===== src/logic/iop_pkg.sv =====
package iop_pkg;

	// ****************************************
	// Register offsets in the I/O register space
	// ****************************************
	localparam logic [7:0] OFS_FUNC_A   = 8'h02;
	localparam logic [7:0] OFS_FUNC_B   = 8'h03;
	localparam logic [7:0] OFS_DIR_A    = 8'h04;
	localparam logic [7:0] OFS_DIR_B    = 8'h05;
	localparam logic [7:0] OFS_DIR_C    = 8'h06;
	localparam logic [7:0] OFS_DIR_D    = 8'h07;
	localparam logic [7:0] OFS_DRV_A    = 8'h08;
	localparam logic [7:0] OFS_DRV_B    = 8'h09;
	localparam logic [7:0] OFS_DRV_C    = 8'h0a;
	localparam logic [7:0] OFS_DRV_D    = 8'h0b;
	localparam logic [7:0] OFS_DOUT_A   = 8'h0c;
	localparam logic [7:0] OFS_DOUT_B   = 8'h0d;
	localparam logic [7:0] OFS_DOUT_C   = 8'h0e;
	localparam logic [7:0] OFS_DOUT_D   = 8'h0f;
	localparam logic [7:0] OFS_DIN_A    = 8'h10;
	localparam logic [7:0] OFS_DIN_B    = 8'h11;
	localparam logic [7:0] OFS_DIN_C    = 8'h12;
	localparam logic [7:0] OFS_DIN_D    = 8'h13;
	localparam logic [7:0] OFS_OEN_A    = 8'h14;
	localparam logic [7:0] OFS_OEN_B    = 8'h15;
	localparam logic [7:0] OFS_OEN_C    = 8'h16;
	localparam logic [7:0] OFS_OEN_D    = 8'h17;
	localparam logic [7:0] OFS_ICELL_A  = 8'h18;
	localparam logic [7:0] OFS_ICELL_B  = 8'h19;
	localparam logic [7:0] OFS_ICELL_C  = 8'h1a;
	localparam logic [7:0] OFS_SPACE    = 8'h1b;

	// ****************************************
	// Field positions, widths and reset values
	// ****************************************
	localparam int         PERIPH_BIT   = 7;
	localparam int         PORT_D_W     = 3;
	localparam logic [7:0] RST_CFG      = 8'h00;
	localparam logic [7:0] PORT_D_MASK  = 8'h07;
	localparam logic [7:0] OD_MASK_AB   = 8'hf0;
	localparam logic [7:0] OD_MASK_C    = 8'hff;

	// ****************************************
	// Bus types selecting the address-out map
	// ****************************************
	typedef enum logic [1:0] {
		IOP_BUS_MUX   = 2'b00,
		IOP_BUS_PAGE  = 2'b01,
		IOP_BUS_BURST = 2'b10,
		IOP_BUS_NMUX  = 2'b11
	} iop_bus_e;

	// ****************************************
	// Input cell modes
	// ****************************************
	typedef enum logic [1:0] {
		IOP_IC_DIRECT = 2'b00,
		IOP_IC_LATCH  = 2'b01,
		IOP_IC_EDGE   = 2'b10
	} iop_icell_e;

endpackage


===== src/logic/iop_input_cell.sv =====
`timescale 1ns/1ps
module iop_input_cell #(
	parameter int W = 8
) (
	input  wire logic         mclk,
	input  wire logic         nrst,
	input  wire logic [1:0]   cell_mode,
	input  wire logic         strobe_sel,
	input  wire logic         address_latch_strobe,
	input  wire logic         cell_clk_term,
	input  wire logic [W-1:0] pin_sync,
	output logic      [W-1:0] cell_out
);

	typedef struct packed {
		logic [W-1:0] held;
		logic         clk_q;
	} iop_icell_s;

	iop_icell_s st;
	iop_icell_s next_st;
	logic       cell_clk;

	assign cell_clk = strobe_sel ? address_latch_strobe : cell_clk_term;

	// ****************************************
	// Latch, edge register or direct path
	// ****************************************
	always_comb begin
		next_st       = st;
		next_st.clk_q = cell_clk;
		unique case (cell_mode)
			iop_pkg::IOP_IC_LATCH: begin
				if (cell_clk) begin
					next_st.held = pin_sync;
				end
			end
			iop_pkg::IOP_IC_EDGE: begin
				if (cell_clk && !st.clk_q) begin
					next_st.held = pin_sync;
				end
			end
			default: begin
				next_st.held = pin_sync;
			end
		endcase
	end

	always_ff @(posedge mclk or negedge nrst) begin
		if (!nrst) begin
			st <= '0;
		end else begin
			st <= next_st;
		end
	end

	assign cell_out = st.held;

endmodule // iop_input_cell


===== src/logic/iop_port_block.sv =====
`timescale 1ns/1ps
// Operation
// - Driver enable is logic-array enable term ORed with direction bit.
// - Without enable term or logic output, direction bit alone sets the driver.
// - Ports A and B: function bit 0 is MCU I/O, 1 latched address out.
// - Direction bit 1 means output, 0 means input; inputs by default.
// - Function, direction and drive registers reset to zero.
// - MCU I/O outputs drive data-out; inputs read through data-in.
// - Address drives when function bit is one and enable term or direction bit is active.
// - Address nibble mapping follows bus type on ports A and B.
// - Input cells latch, register or pass pins; clocked by strobe or term; readable.
// - Decode-used inputs are high address inputs, capturable on the strobe.
// - Port A as non-multiplexed data bus disables its general I/O.
// - Space register bit 7 makes port A a bidirectional data buffer.
// - Peripheral buffer mode: port A floats unless a peripheral select is active during an MCU write cycle.
// - Logic outputs float with enable term inactive and direction bit cleared.
// - Ports C and D lack function select; MCU I/O unless logic assigns.
// - Config registers read and written by bus cycles at fixed offsets.
// - Register bit n controls pin n of its port.
// - Register modes change at run time; logic, data, address-in fixed by programming.
// - Test-port pins on C enabled by select input, configuration or enable.
// - Ports A, B, C eight pins; port D three, three direction bits.
// - Drive-select bit one makes capable pin open-drain; push-pull default.
// - Output-enable status reads 1 for driving, 0 for three-stated.
module iop_port_block #(
	parameter logic [1:0] BUS_TYPE = 2'b00,
	parameter logic       DATA_PORT_A = 1'b0,
	parameter logic       TEST_PORT_CFG = 1'b0,
	parameter logic [1:0] ICELL_MODE = 2'b01,
	parameter logic       ICELL_STROBE = 1'b1
) (
	input  wire logic        mclk,
	input  wire logic        nrst,
	input  wire logic [7:0]  reg_addr,
	input  wire logic        reg_wr,
	input  wire logic        reg_rd,
	input  wire logic [7:0]  reg_wdata,
	output logic      [7:0]  reg_rdata,
	input  wire logic [15:0] latched_addr,
	input  wire logic [7:0]  mcu_wdata,
	output logic      [7:0]  mcu_rdata,
	input  wire logic        mcu_write_cycle,
	input  wire logic        periph_select_a,
	input  wire logic        periph_select_b,
	input  wire logic        address_latch_strobe,
	input  wire logic        cell_clk_term,
	input  wire logic [26:0] oe_term,
	input  wire logic [26:0] logic_out_en,
	input  wire logic [26:0] logic_out,
	input  wire logic        test_port_select,
	input  wire logic        test_port_enable,
	output logic             test_port_active,
	input  wire logic [7:0]  pa_in,
	input  wire logic [7:0]  pb_in,
	input  wire logic [7:0]  pc_in,
	input  wire logic [2:0]  pd_in,
	output logic      [7:0]  pa_out,
	output logic      [7:0]  pa_oe,
	output logic      [7:0]  pb_out,
	output logic      [7:0]  pb_oe,
	output logic      [7:0]  pc_out,
	output logic      [7:0]  pc_oe,
	output logic      [2:0]  pd_out,
	output logic      [2:0]  pd_oe,
	output logic      [7:0]  icell_a,
	output logic      [7:0]  icell_b,
	output logic      [7:0]  icell_c
);

	typedef struct packed {
		logic [7:0]  func_a;
		logic [7:0]  func_b;
		logic [7:0]  dir_a;
		logic [7:0]  dir_b;
		logic [7:0]  dir_c;
		logic [2:0]  dir_d;
		logic [7:0]  drv_a;
		logic [7:0]  drv_b;
		logic [7:0]  drv_c;
		logic [2:0]  drv_d;
		logic [7:0]  dout_a;
		logic [7:0]  dout_b;
		logic [7:0]  dout_c;
		logic [2:0]  dout_d;
		logic [7:0]  space;
		logic [26:0] sync1;
		logic [26:0] sync2;
		logic        alsync1;
		logic        alsync2;
		logic [7:0]  rdata;
		logic [7:0]  mrdata;
		logic [26:0] pout;
		logic [26:0] poe;
		logic        tpa;
	} iop_port_s;

	iop_port_s   st;
	iop_port_s   next_st;
	logic [23:0] cell_abc;
	logic [7:0]  addr_a;
	logic [7:0]  addr_b;
	logic [7:0]  din_a;
	logic [7:0]  din_b;
	logic [7:0]  din_c;
	logic [2:0]  din_d;

	assign din_a = st.sync2[7:0];
	assign din_b = st.sync2[15:8];
	assign din_c = st.sync2[23:16];
	assign din_d = st.sync2[26:24];

	// ****************************************
	// Input cells on ports A, B and C
	// ****************************************
	iop_input_cell #(.W(24)) u_cell_abc (
		.mclk                 (mclk),
		.nrst                 (nrst),
		.cell_mode            (ICELL_MODE),
		.strobe_sel           (ICELL_STROBE),
		.address_latch_strobe (st.alsync2),
		.cell_clk_term        (cell_clk_term),
		.pin_sync             ({din_c, din_b, din_a}),
		.cell_out             (cell_abc)
	);

	// ****************************************
	// Latched address map by bus type
	// ****************************************
	always_comb begin
		addr_a = 8'h00;
		addr_b = 8'h00;
		unique case (iop_pkg::iop_bus_e'(BUS_TYPE))
			iop_pkg::IOP_BUS_MUX: begin
				addr_a = latched_addr[7:0];
				addr_b = latched_addr[7:0];
			end
			iop_pkg::IOP_BUS_PAGE: begin
				addr_b = latched_addr[15:8];
			end
			iop_pkg::IOP_BUS_BURST: begin
				addr_a = {latched_addr[7:4], 4'h0};
				addr_b = {4'h0, latched_addr[11:8]};
			end
			iop_pkg::IOP_BUS_NMUX: begin
				addr_b = latched_addr[7:0];
			end
		endcase
	end

	// ****************************************
	// Register file, pin mux and driver enables
	// ****************************************
	always_comb begin
		logic [7:0]  src_a;
		logic [7:0]  src_b;
		logic [26:0] en;
		logic [26:0] dir_all;
		logic [26:0] val;
		logic        periph;
		src_a   = 8'h00;
		src_b   = 8'h00;
		en      = '0;
		dir_all = '0;
		val     = '0;
		periph  = 1'b0;
		next_st = st;
		next_st.sync1   = {pd_in, pc_in, pb_in, pa_in};
		next_st.sync2   = st.sync1;
		next_st.alsync1 = address_latch_strobe;
		next_st.alsync2 = st.alsync1;
		if (reg_wr) begin
			unique case (reg_addr)
				iop_pkg::OFS_FUNC_A:  next_st.func_a = reg_wdata;
				iop_pkg::OFS_FUNC_B:  next_st.func_b = reg_wdata;
				iop_pkg::OFS_DIR_A:   next_st.dir_a  = reg_wdata;
				iop_pkg::OFS_DIR_B:   next_st.dir_b  = reg_wdata;
				iop_pkg::OFS_DIR_C:   next_st.dir_c  = reg_wdata;
				iop_pkg::OFS_DIR_D:   next_st.dir_d  = reg_wdata[iop_pkg::PORT_D_W-1:0];
				iop_pkg::OFS_DRV_A:   next_st.drv_a  = reg_wdata;
				iop_pkg::OFS_DRV_B:   next_st.drv_b  = reg_wdata;
				iop_pkg::OFS_DRV_C:   next_st.drv_c  = reg_wdata;
				iop_pkg::OFS_DRV_D:   next_st.drv_d  = reg_wdata[iop_pkg::PORT_D_W-1:0];
				iop_pkg::OFS_DOUT_A:  next_st.dout_a = reg_wdata;
				iop_pkg::OFS_DOUT_B:  next_st.dout_b = reg_wdata;
				iop_pkg::OFS_DOUT_C:  next_st.dout_c = reg_wdata;
				iop_pkg::OFS_DOUT_D:  next_st.dout_d = reg_wdata[iop_pkg::PORT_D_W-1:0];
				iop_pkg::OFS_SPACE:   next_st.space  = reg_wdata;
				default: ;
			endcase
		end

		if (reg_rd) begin
			unique case (reg_addr)
				iop_pkg::OFS_FUNC_A:  next_st.rdata = st.func_a;
				iop_pkg::OFS_FUNC_B:  next_st.rdata = st.func_b;
				iop_pkg::OFS_DIR_A:   next_st.rdata = st.dir_a;
				iop_pkg::OFS_DIR_B:   next_st.rdata = st.dir_b;
				iop_pkg::OFS_DIR_C:   next_st.rdata = st.dir_c;
				iop_pkg::OFS_DIR_D:   next_st.rdata = {5'h00, st.dir_d};
				iop_pkg::OFS_DRV_A:   next_st.rdata = st.drv_a;
				iop_pkg::OFS_DRV_B:   next_st.rdata = st.drv_b;
				iop_pkg::OFS_DRV_C:   next_st.rdata = st.drv_c;
				iop_pkg::OFS_DRV_D:   next_st.rdata = {5'h00, st.drv_d};
				iop_pkg::OFS_DOUT_A:  next_st.rdata = st.dout_a;
				iop_pkg::OFS_DOUT_B:  next_st.rdata = st.dout_b;
				iop_pkg::OFS_DOUT_C:  next_st.rdata = st.dout_c;
				iop_pkg::OFS_DOUT_D:  next_st.rdata = {5'h00, st.dout_d};
				iop_pkg::OFS_DIN_A:   next_st.rdata = din_a;
				iop_pkg::OFS_DIN_B:   next_st.rdata = din_b;
				iop_pkg::OFS_DIN_C:   next_st.rdata = din_c;
				iop_pkg::OFS_DIN_D:   next_st.rdata = {5'h00, din_d};
				iop_pkg::OFS_OEN_A:   next_st.rdata = st.poe[7:0];
				iop_pkg::OFS_OEN_B:   next_st.rdata = st.poe[15:8];
				iop_pkg::OFS_OEN_C:   next_st.rdata = st.poe[23:16];
				iop_pkg::OFS_OEN_D:   next_st.rdata = {5'h00, st.poe[26:24]};
				iop_pkg::OFS_ICELL_A: next_st.rdata = cell_abc[7:0];
				iop_pkg::OFS_ICELL_B: next_st.rdata = cell_abc[15:8];
				iop_pkg::OFS_ICELL_C: next_st.rdata = cell_abc[23:16];
				iop_pkg::OFS_SPACE:   next_st.rdata = st.space;
				default:              next_st.rdata = 8'h00;
			endcase
		end
		// Per-pin source select, bit n drives pin n
		for (int i = 0; i < 8; i++) begin
			src_a[i] = st.func_a[i] ? addr_a[i] : st.dout_a[i];
			src_b[i] = st.func_b[i] ? addr_b[i] : st.dout_b[i];
		end
		dir_all = {st.dir_d, st.dir_c, st.dir_b, st.dir_a};
		val     = {st.dout_d, st.dout_c, src_b, src_a};
		for (int i = 0; i < 27; i++) begin
			en[i] = oe_term[i] | dir_all[i];
			if (logic_out_en[i]) begin
				val[i] = logic_out[i];
			end
		end
		// Port A overrides: data port and peripheral buffer
		periph = st.space[iop_pkg::PERIPH_BIT];
		if (DATA_PORT_A) begin
			en[7:0]  = {8{!mcu_write_cycle}} ^ 8'hff;
			val[7:0] = mcu_wdata;
		end else if (periph) begin
			en[7:0]  = {8{(periph_select_a | periph_select_b) & mcu_write_cycle}};
			val[7:0] = mcu_wdata;
		end
		// Open drain: drive only lows on capable pins
		for (int i = 0; i < 8; i++) begin
			if (st.drv_a[i] & iop_pkg::OD_MASK_AB[i] & val[i]) en[i] = 1'b0;
			if (st.drv_b[i] & iop_pkg::OD_MASK_AB[i] & val[8+i]) en[8+i] = 1'b0;
			if (st.drv_c[i] & iop_pkg::OD_MASK_C[i] & val[16+i]) en[16+i] = 1'b0;
		end
		next_st.tpa = test_port_select | TEST_PORT_CFG | test_port_enable;
		next_st.pout = val;
		next_st.poe  = en;
		next_st.mrdata = DATA_PORT_A ? din_a :
			((periph && (periph_select_a | periph_select_b)) ? din_a : 8'h00);
	end

	always_ff @(posedge mclk or negedge nrst) begin
		if (!nrst) begin
			st <= '0;
		end else begin
			st <= next_st;
		end
	end

	assign reg_rdata        = st.rdata;
	assign mcu_rdata        = st.mrdata;
	assign test_port_active = st.tpa;
	assign pa_out  = st.pout[7:0];
	assign pb_out  = st.pout[15:8];
	assign pc_out  = st.pout[23:16];
	assign pd_out  = st.pout[26:24];
	assign pa_oe   = st.poe[7:0];
	assign pb_oe   = st.poe[15:8];
	assign pc_oe   = st.poe[23:16];
	assign pd_oe   = st.poe[26:24];
	assign icell_a = cell_abc[7:0];
	assign icell_b = cell_abc[15:8];
	assign icell_c = cell_abc[23:16];
endmodule // iop_port_block


===== config.mk =====
export PLATFORM = sky130hd
export DESIGN_NAME = iop_port_block
export DESIGN_NICKNAME = d
export VERILOG_FILES = /design/src/logic/iop_pkg.sv /design/src/logic/iop_input_cell.sv /design/src/logic/iop_port_block.sv
export SDC_FILE = /design/constraint.sdc
export NUM_CORES = 1
export LEC_CHECK = 0
export BUFFER_PORTS_ARGS = -buffer_cell sky130_fd_sc_hd__clkbuf_2
export CORE_MARGIN = 10
export CORE_UTILIZATION = 45
export CTS_CLUSTER_SIZE = 12
export DETAILED_ROUTE_END_ITERATION = 16
export PLACE_DENSITY = 0.68
export RECOVER_POWER = 100
export SYNTH_ARGS = -nofsm -noshare
export SYNTH_HDL_FRONTEND = slang
export SYNTH_SLANG_ARGS = --single-unit
export TNS_END_PERCENT = 20

===== constraint.sdc =====
create_clock -name mclk -period 3.55 [get_ports mclk]
set_clock_uncertainty 0.15 [all_clocks]
set_input_delay 0.355 -clock mclk [delete_from_list [all_inputs] [get_ports mclk]]
set_output_delay 0.355 -clock mclk [all_outputs]
set_load 0.02 [all_outputs]

==> results of run 1 <==
-- per-stage QoR --
stage / cells / setup slack, ps / total power, µW
floorplan: 962 / 1280 / 3660
global placement: 1475 / 719 / 4000
detailed placement: 1475 / 698 / 4020
CTS: 1641 / 1260 / 6940
global route: 1641 / 607 / 7130
finish: 1641 / 644 / 6870
-- critical path: stages --
cell and delay, ps:
clkbuf_1 900, and2_0 270, nand2_1 360, nor2_1 240, clkbuf_1 630, mux2_2 410
-- power groups by stage --
stage | logic (µW) | clock network (µW) | registers (µW)
2_1_floorplan | 422 | 0 | 3240
3_3_place_gp | 743 | 0 | 3260
3_5_place_dp | 751 | 0 | 3260
4_1_cts | 859 | 2870 | 3210
5_1_grt | 905 | 2990 | 3230
6_report | 836 | 2820 | 3220
-- routing by layer --
metal | up-vias | global-route usage (%)
met5 | - | 0
met4 | 2 | 6.04
met3 | 71 | 6.18
met2 | 460 | 38.6
met1 | 4657 | 33.2
li1 | 4111 | -
-- what timing repair did --
item	in CTS	in global routing
buffers inserted	0	0
endpoints found under the hold margin	159	0
hold buffers	120	0
-- how the worst min path moves through the flow --
stage,depth (start not counted),to
after detailed placement,0,din_b[0]$_DFF_PN0_
after global routing,4,pb_oe[6]$_DFF_PN0_
after global placement,0,din_a[5]$_DFF_PN0_
after CTS,4,pb_oe[6]$_DFF_PN0_
after floorplan,0,din_a[0]$_DFF_PN0_
final,4,pb_oe[6]$_DFF_PN0_
-- layout by cell type, fill, tap and decap left out, drive strengths merged, types with 7 or more instances in the layout --
cell,n
clkbuf,303
dfrtp,256
mux2,152
dlygate4sd3,120
nor2,51
nand2,49
buf,43
o21ai,38
nand3,36
mux2i,34
a21oi,29
a22oi,20
nand4,20
and2,14
or2,9
a31oi,9
inv,9
nor4,7
-- cell families after synthesis --
logic type,Yosys count,share of synthesized area [%]
xor gates and xnor gates,1,0.0759
and+or+nand+nor,220,9.94
buffers and inverters,134,6.90
DFF,256,55.5
AOI/OAI and AO/OA,165,9.80
muxes,186,17.8
-- final cells by class --
| class | count | area, µm² |
|---|---|---|
| flip-flops and latches | 256 | 6410 |
| clock inverters | 9 | 113 |
| multi-input cells | 572 | 4330 |
| clock buffers | 37 | 764 |
| repair buffers | 429 | 2740 |
| inverters | 8 | 30.0 |
| well taps | 330 | 413 |
| fillers | 2090 | 10400 |
==> run summary, run 1 <==
run status: finished, violations left
failing checks: max-capacitance violations, max-slew violations
crit end category: register
Finished Cell Area: 14800 µm²
most flop-heavy register: st
f_max: 344 MHz
CP startpoint kind: input port
area grow syn2layout: 28.2%
sequential fraction of the synthesis area: 55.5%
hold slack final: 14.7 ps
met3 WL: 4.01 mm
Unique masters post-synth: 61
FF-to-FF setup slack: 1420 ps
row cnt: 58
GPL Wtd Cong: 1.01
Tcrit/Tclk final: 81.8%
vias in the first global route: 9791
DR top layer: met5
top cells by area, synth: dfrtp_1 56%, mux2_2 15%, buf_4 4.6%
Seq pwr share: 46.8%
worst relative slew slack: -30.7%
Yosys top cell by area: dfrtp_1
I/O pins: 254
Synth Register Bits: 256
Die Y: 180 µm
Total GRT Usage: 24.5%
Port Buf Inserts: 244
Psw: 1780 µW
Fin Setup TNS: 0 ps
Synth top cells by count: 256 x dfrtp_1, 152 x mux2_2, 70 x buf_4, 49 x nand2_1, 47 x nor2_1
combinational fraction of design power: 12.2%
Sink Count: 256
pwr dens: 464 nW/µm²
grt ovf: 0
r2r worst-path depth: 2
Crit Path Max Fanout: 17
HPWL Detailed: 29.2 mm
Initial Util: 45.8%
largest net degree at the start of global routing: 81
Final Max Slew Viols: 79
Synth Instances: 962
CP Class: input port to register
CP Capture Point: st[147]$_DFFE_PN0P_
Placed Area: 13000 µm²
Die ar.: 32500 µm²
flip-flop count of the largest register after layout: 106
share of cells above drive strength 1: 29.8%
CTS Buf Count: 28
DR WL/cell: 25.0 µm
worst vdd ir: 0.435 mV
RR Endpoint: u_cell_abc.cell_out[3]$_DFFE_PN0P_
clock network power share: 41.0%
RSZ-0062 raised after global routing: false
core box area: 25200 µm²
Pleak: 0.00672 µW
CTS root buffer: clkbuf_16
M1 WL: 17.2 mm
actual slew at the worst max-slew pin: 1960 ps
crit path launch: reg_addr[2]
Clock Path Buffers: 3
TritonCTS clock tree: yes
DRC: 0
remaining antenna violation count: 0
Final Util: 58.8%
reg2reg start: st[71]$_DFF_PN0_
vias per cell: 5.67
Iteration-0 DRC Markers: 821
net count reported at finish: 1454
Synth Area per Inst: 12.0 µm²
Synth Cell Area: 11500 µm²
first-pass GRT wire length: 62.2 mm
H-tree depth: 1
Die Width: 180 µm
Crit path required time: 3830 ps
Max-Cap Viols: 1
number of synthesized flops with an enable pin: 0
via count: 9301
CP arrival: 3180 ps
post-synth top area share: 55.5%
final-report hold violation count: 0
CTS clk-pin slew, worst paths: 60 ps
antenna diode count: 0
most frequent cell after synthesis: dfrtp_1
DR pass1 iterations: 5
total wire length: 41.0 mm
initial antenna violation count: 1
final setup vio count: 0
Post-synth top flop: dfrtp_1
warning count from the yosys run: 0
worst skew pair latency: 550 ps
Hold Crit Start: logic_out[14]
min Tclk post-route: 2910 ps
HP Class: input port to register
Post-CTS Resized: 0
Post-synth ARST share: 100%
routed length on met2: 18.7 mm
syn_nets: 1121
Switching Fraction: 25.9%
cell-internal power: 5090 µW
No activity file was read; power rests on OpenSTA's default activity.
==> inputs of run 2 (changes only) <==
==> constraint.sdc (replaced) <==
create_clock -name mclk -period 2.8 [get_ports mclk]
set_clock_uncertainty 0.15 [all_clocks]
set_input_delay 0.28 -clock mclk [delete_from_list [all_inputs] [get_ports mclk]]
set_output_delay 0.28 -clock mclk [all_outputs]
set_load 0.02 [all_outputs]
==> run summary, run 2 (synthesis results as in run 1) <==
reg2reg start: st[134]$_DFFE_PN0P_
met1 usage: 34.6%
Pleak: 0.00684 µW
CP arrival: 2850 ps
DR WL/cell: 25.3 µm
CTS clk-pin slew, worst paths: 60 ps
core box area: 25200 µm²
min Tclk post-route: 2580 ps
Die Y: 180 µm
final setup vio count: 0
commonest cells after routing, fill and taps aside: 256 x dfrtp_1, 151 x mux2_2, 147 x clkbuf_2, 132 x clkbuf_1, 124 x dlygate4sd3_1
CP Capture Point: st[193]$_DFFE_PN0P_
crit path launch: reg_addr[1]
Max-Cap Viols: 1
Total GRT Usage: 25.2%
run status: finished, violations left
f_max: 387 MHz
vias in the first global route: 10100
Iteration-0 DRC Markers: 876
CP most frequent cell: clkbuf_1
total wire length: 42.3 mm
row cnt: 58
HP Class: input port to register
via count: 9357
worst vdd ir: 0.470 mV
global-route met2 utilization: 40.3%
Multi-input gate area: 4340 µm²
RSZ-0062 raised after global routing: false
routing layer with the top usage in global route: met2
crit end category: register
grt ovf: 0
met3 Use GR: 4.94%
CP Class: input port to register
Die Width: 180 µm
GPL Wtd Cong: 1.00
worst relative slew slack: -5.81%
largest net degree at the start of global routing: 91
Tcrit/Tclk final: 92.3%
vias per cell: 5.61
HPWL Detailed: 30.2 mm
DRC: 0
H-tree depth: 1
worst skew pair latency: 550 ps
Sink Count: 256
FF-to-FF setup slack: 360 ps
DR pass1 iterations: 5
Largest stage delay, worst path: 740 ps
remaining antenna violation count: 0
CP max-delay cell: clkbuf_1
Post-CTS Resized: 0
Final Util: 59.6%
crit path cell chain: clkbuf_1 -> nor2b_1 -> nand2_1 -> nor2_2 -> clkbuf_1 -> mux2_2
final-report hold violation count: 0
Crit Path Max Fanout: 15
Die ar.: 32500 µm²
TritonCTS clock tree: yes
Crit path required time: 3070 ps
Filler cells: 2151
initial antenna violation count: 1
Fin Setup TNS: 0 ps
r2r worst-path depth: 4
share of cells above drive strength 1: 30.8%
Clock Path Buffers: 3
Final Max Slew Viols: 24
net count reported at finish: 1481
most flop-heavy register: st
first-pass GRT wire length: 64.1 mm
leading cell type in the layout, fill and taps excluded: dfrtp_1
CTS Buf Count: 27
RR Endpoint: pa_oe[4]$_DFF_PN0_
Worst Hold Depth: 2
failing checks: max-capacitance violations, max-slew violations
CP startpoint kind: input port
pwr dens: 582 nW/µm²
area grow syn2layout: 30.1%
CTS root buffer: clkbuf_16
flip-flop count of the largest register after layout: 106
Port Buf Inserts: 244
actual slew at the worst max-slew pin: 1590 ps
Initial Util: 45.8%
Register Area: 6410 µm²
I/O pins: 254
[run 2: cell types whose count changed in the layout (fill, tap and decap cells not counted), moves of 4 or more]
cell / before / now
buf_4: 40 / 55
dlygate4sd3_1: 120 / 124
clkbuf_1: 127 / 132
and2_0: 10 / 6
and2_1: 4 / 8
[run 2: per-layer routing]
metal / vias to the layer above / routed length (µm)
li1: 4167 / -
met1: 4692 / 18500
met2: 425 / 19400
met3: 73 / 3250
met4: 0 / 1070
met5: - / 0
[run 2: what timing repair did]
action,CTS,global route
hold endpoints to repair,165,0
buffers inserted,0,0
hold buffers,124,0
setup endpoints to repair,0,0
[run 2: worst max-delay path, delay by kind of cell]
family | cells | cell delay, ps
buffers and inverters | 2 | 1440
AND/OR/NAND/NOR | 3 | 700
multiplexers | 1 | 420
[run 2: how the worst min path moves through the flow]
stage	from	endpoint	slack [ps]
floorplan	nrst	din_a[0]$_DFF_PN0_	-170
global placement	next_st[76]$_DFF_PN0_	din_a[3]$_DFF_PN0_	180
detailed placement	next_st[82]$_DFF_PN0_	din_b[1]$_DFF_PN0_	180
CTS	reg_wdata[6]	st[198]$_DFFE_PN0P_	10
global route	reg_wdata[6]	st[222]$_DFFE_PN0P_	30
finish	reg_wdata[6]	st[198]$_DFFE_PN0P_	20
[run 2: cell type report]
cell class / count / share of cell area, %
sequential: 256 / 42.7
multi-input combinational: 572 / 28.9
timing repair buffer: 457 / 19.8
clock buffer: 38 / 4.97
tap: 330 / 2.75
clock inverter: 6 / 0.725
inverter: 8 / 0.200
antenna: 1 / 0.0167
[run 2: per-stage QoR]
stage	cells	power, µW	hold WS [ps]	instance area (µm²)	setup WS [ps]
6_report	1668	8750	16.8	15000	216
4_1_cts	1667	8810	10.0	15300	439
3_5_place_dp	1499	5130	185	13200	114
2_1_floorplan	962	4640	-166	11500	601
3_3_place_gp	1499	5110	182	13200	181
5_1_grt	1668	9060	33.2	15000	213
[run 2: power breakdown]
part	internal, µW	switching [µW]	total, µW
Clock	2110	1450	3560
Sequential	3910	171	4080
Combinational	480	623	1100
==> inputs of run 3 (changes only) <==
--- a/config.mk
+++ b/config.mk
@@ -5,6 +5,7 @@
 export SDC_FILE = /design/constraint.sdc
 export NUM_CORES = 1
 export LEC_CHECK = 0
+export ABC_AREA = 1
 export BUFFER_PORTS_ARGS = -buffer_cell sky130_fd_sc_hd__clkbuf_2
 export CORE_MARGIN = 10
 export CORE_UTILIZATION = 45
@@ -12,7 +13,9 @@
 export DETAILED_ROUTE_END_ITERATION = 16
 export PLACE_DENSITY = 0.68
 export RECOVER_POWER = 100
+export SLEW_MARGIN = 20
 export SYNTH_ARGS = -nofsm -noshare
 export SYNTH_HDL_FRONTEND = slang
+export SYNTH_HIERARCHICAL = 1
 export SYNTH_SLANG_ARGS = --single-unit
 export TNS_END_PERCENT = 20
==> run summary, run 3 <==
run status: completed
Synth top cells by count: 333 x nand2_1, 257 x dfrtp_1, 180 x nand3_1, 132 x o21ai_0, 103 x buf_4
post-synthesis compound-gate area fraction: 8.48%
flip-flop count of the largest register after layout: 106
Switching Fraction: 26.2%
CP startpoint kind: register
pwr dens: 599 nW/µm²
r2r worst-path depth: 5
Synth Cell Area: 11900 µm²
post-synthesis simple-gate area fraction: 25.4%
f_max: 413 MHz
H-tree depth: 1
crit end category: register
row cnt: 59
Tcrit/Tclk final: 86.4%
leading cell type in the layout, fill and taps excluded: nand2_1
Synth Register Bits: 257
cell-internal power: 6450 µW
initial antenna violation count: 5
combinational fraction of design power: 11.6%
kind of cell adding the most delay to the critical path: buffers and inverters
Pleak: 0.00720 µW
Post-synth ARST share: 100%
DR pass1 iterations: 5
via count: 10300
RSZ-0062 raised after global routing: false
share of cells above drive strength 1: 15.1%
Final Max Slew Viols: 0
CP arrival: 2700 ps
CTS clk-pin slew, worst paths: 60 ps
Hold EP: pa_oe[4]$_DFF_PN0_
mux share of post-synthesis cell area: 0.557%
I/O pins: 254
Largest stage delay, worst path: 550 ps
min Tclk post-route: 2420 ps
post-synth top area share: 54.1%
Crit Path Max Fanout: 14
Seq pwr share: 47.1%
area grow syn2layout: 22.6%
CTS root buffer: clkbuf_16
crit path setup slack, layout: 381 ps
Sink Count: 257
Synth Instances: 1347
worst relative slew slack: 14.2%
sequential fraction of the synthesis area: 54.1%
Crit path required time: 3080 ps
vias in the first global route: 10300
Max-Cap Viols: 0
Port Buf Inserts: 245
Unique masters post-synth: 36
Die ar.: 33300 µm²
Post-synth top flop: dfrtp_1
HP Class: input port to register
Buf+Inv Stages, Crit Path: 3
actual slew at the worst max-slew pin: 1290 ps
Worst Hold Depth: 4
hold_buf cts: 123
Total GRT Usage: 23.2%
DR WL/cell: 20.1 µm
postcts setup bufs: 0
largest net degree at the start of global routing: 87
net count reported at finish: 1777
Hold Crit Start: oe_term[4]
total wire length: 39.7 mm
core box area: 26100 µm²
final setup vio count: 0
first-pass GRT wire length: 60.5 mm
Initial Util: 45.7%
reg2reg start: st[134]$_DFFE_PN0P_
Fin Setup TNS: 0 ps
FF-to-FF setup slack: 380 ps
vias per cell: 5.22
Iteration-0 DRC Markers: 870
GPL Wtd Cong: 0.939
warning count from the yosys run: 6
Clock Path Buffers: 3
HPWL Detailed: 28.9 mm
CP max-delay cell: dlygate4sd3_1
worst skew pair latency: 540 ps
Synth Area per Inst: 8.83 µm²
xor/xnor share of the synthesized area: 0.137%
top cells by area, synth: dfrtp_1 54%, nand2_1 11%, nand3_1 7.6%
Die Y: 183 µm
adder-cell share of the synthesized area: 0%
CTS Buf Count: 28
main combinational cell family by area after synthesis: simple AND/OR/NAND/NOR gates
crit path cell chain: inv_1 -> clkbuf_1 -> o211ai_1 -> o21a_1 -> dlygate4sd3_1
most flop-heavy register: st
clock network power share: 41.3%
remaining antenna violation count: 0
Post-CTS Resized: 0
most frequent cell after synthesis: nand2_1
Register Area: 6430 µm²
Psw: 2290 µW
number of synthesized flops with an enable pin: 0
worst vdd ir: 0.389 mV
pre-CTS WS: 649 ps
Filler cells: 2390
Multi-input gate area: 4030 µm²
TritonCTS clock tree: yes
Die Width: 183 µm
CP Class: register to register
final-report hold violation count: 0
Yosys top cell by area: dfrtp_1
RR Endpoint: pa_out[0]$_DFF_PN0_
grt ovf: 0
Final Total Pwr: 8730 µW
commonest cells after routing, fill and taps aside: 335 x nand2_1, 257 x dfrtp_1, 189 x nand3_1, 148 x clkbuf_2, 138 x o21ai_0
DRC: 0
## run 3: changes by cell type after synthesis, sizes merged, moves of 36 or more
cell   before  now
o21ai      38  143
nand2      49  344
inv         8   82
nor2       51  114
mux2      152    5
nand3      36  191
buf        88  124
## run 3: final cells by class
| type | count | area share, % |
|---|---|---|
| clock inverters | 7 | 0.506 |
| flip-flops and latches | 257 | 44.1 |
| well taps | 335 | 2.87 |
| diodes | 4 | 0.0686 |
| repair buffers | 389 | 17.0 |
| inverters | 82 | 2.11 |
| multi-input cells | 860 | 27.6 |
| clock buffers | 42 | 5.71 |
## run 3: worst min-delay path, cell delays in order
cell and delay, ps:
clkbuf_2 80, o21ai_0 130, a22o_1 150, inv_1 40
## run 3: metrics by stage
stage	util (%)	hold slack [ps]	cells	instance area (µm²)
after floorplan	-	-166	1350	11900
final	56.0	23.1	1976	14600
after detailed placement	48.9	185	1800	12700
after CTS	57.1	6.56	1972	14900
after global placement	48.9	177	1800	12700
after global routing	56.0	40.9	1975	14600
## run 3: cell families after synthesis
logic type,after synthesis
AND/OR/NAND/NOR,665
other,2
flip-flops,257
multiplexers,6
AO/OA/AOI/OAI,183
buffers and inverters,233
XOR/XNOR,1
## run 3: worst max path at each step
stage	startpoint	to	slack (ps)	cells past startpoint
floorplan	reg_addr[5]	reg_rdata[5]$_DFFE_PN0P_	1280	13
global placement	reg_addr[5]	reg_rdata[5]$_DFFE_PN0P_	700	13
detailed placement	reg_addr[2]	st[182]$_DFFE_PN0P_	650	7
CTS	st[230]$_DFFE_PN0P_	pa_out[6]$_DFF_PN0_	540	6
global route	nrst	pb_oe[6]$_DFF_PN0_	280	3
finish	st[134]$_DFFE_PN0P_	pa_out[0]$_DFF_PN0_	380	5
## run 3: routing by layer
layer	part of all wire [%]	GRT usage, %	routed length, µm	vias to the layer above
met3	9.7	6.21	3850	69
met2	47	37.7	18700	477
li1	-	-	-	4821
met4	2.8	6.70	1120	2
met1	40	29.8	16100	4942
met5	0.025	0	10	-
## run 3: power by group through the flow
| stage | clock network [µW] | registers [µW] | logic [µW] |
|---|---|---|---|
| after CTS | 3640 | 4110 | 1060 |
| after detailed placement | 0 | 4170 | 911 |
| after global placement | 0 | 4170 | 894 |
| final | 3600 | 4120 | 1010 |
| after floorplan | 0 | 4090 | 642 |
| after global routing | 3810 | 4140 | 1110 |
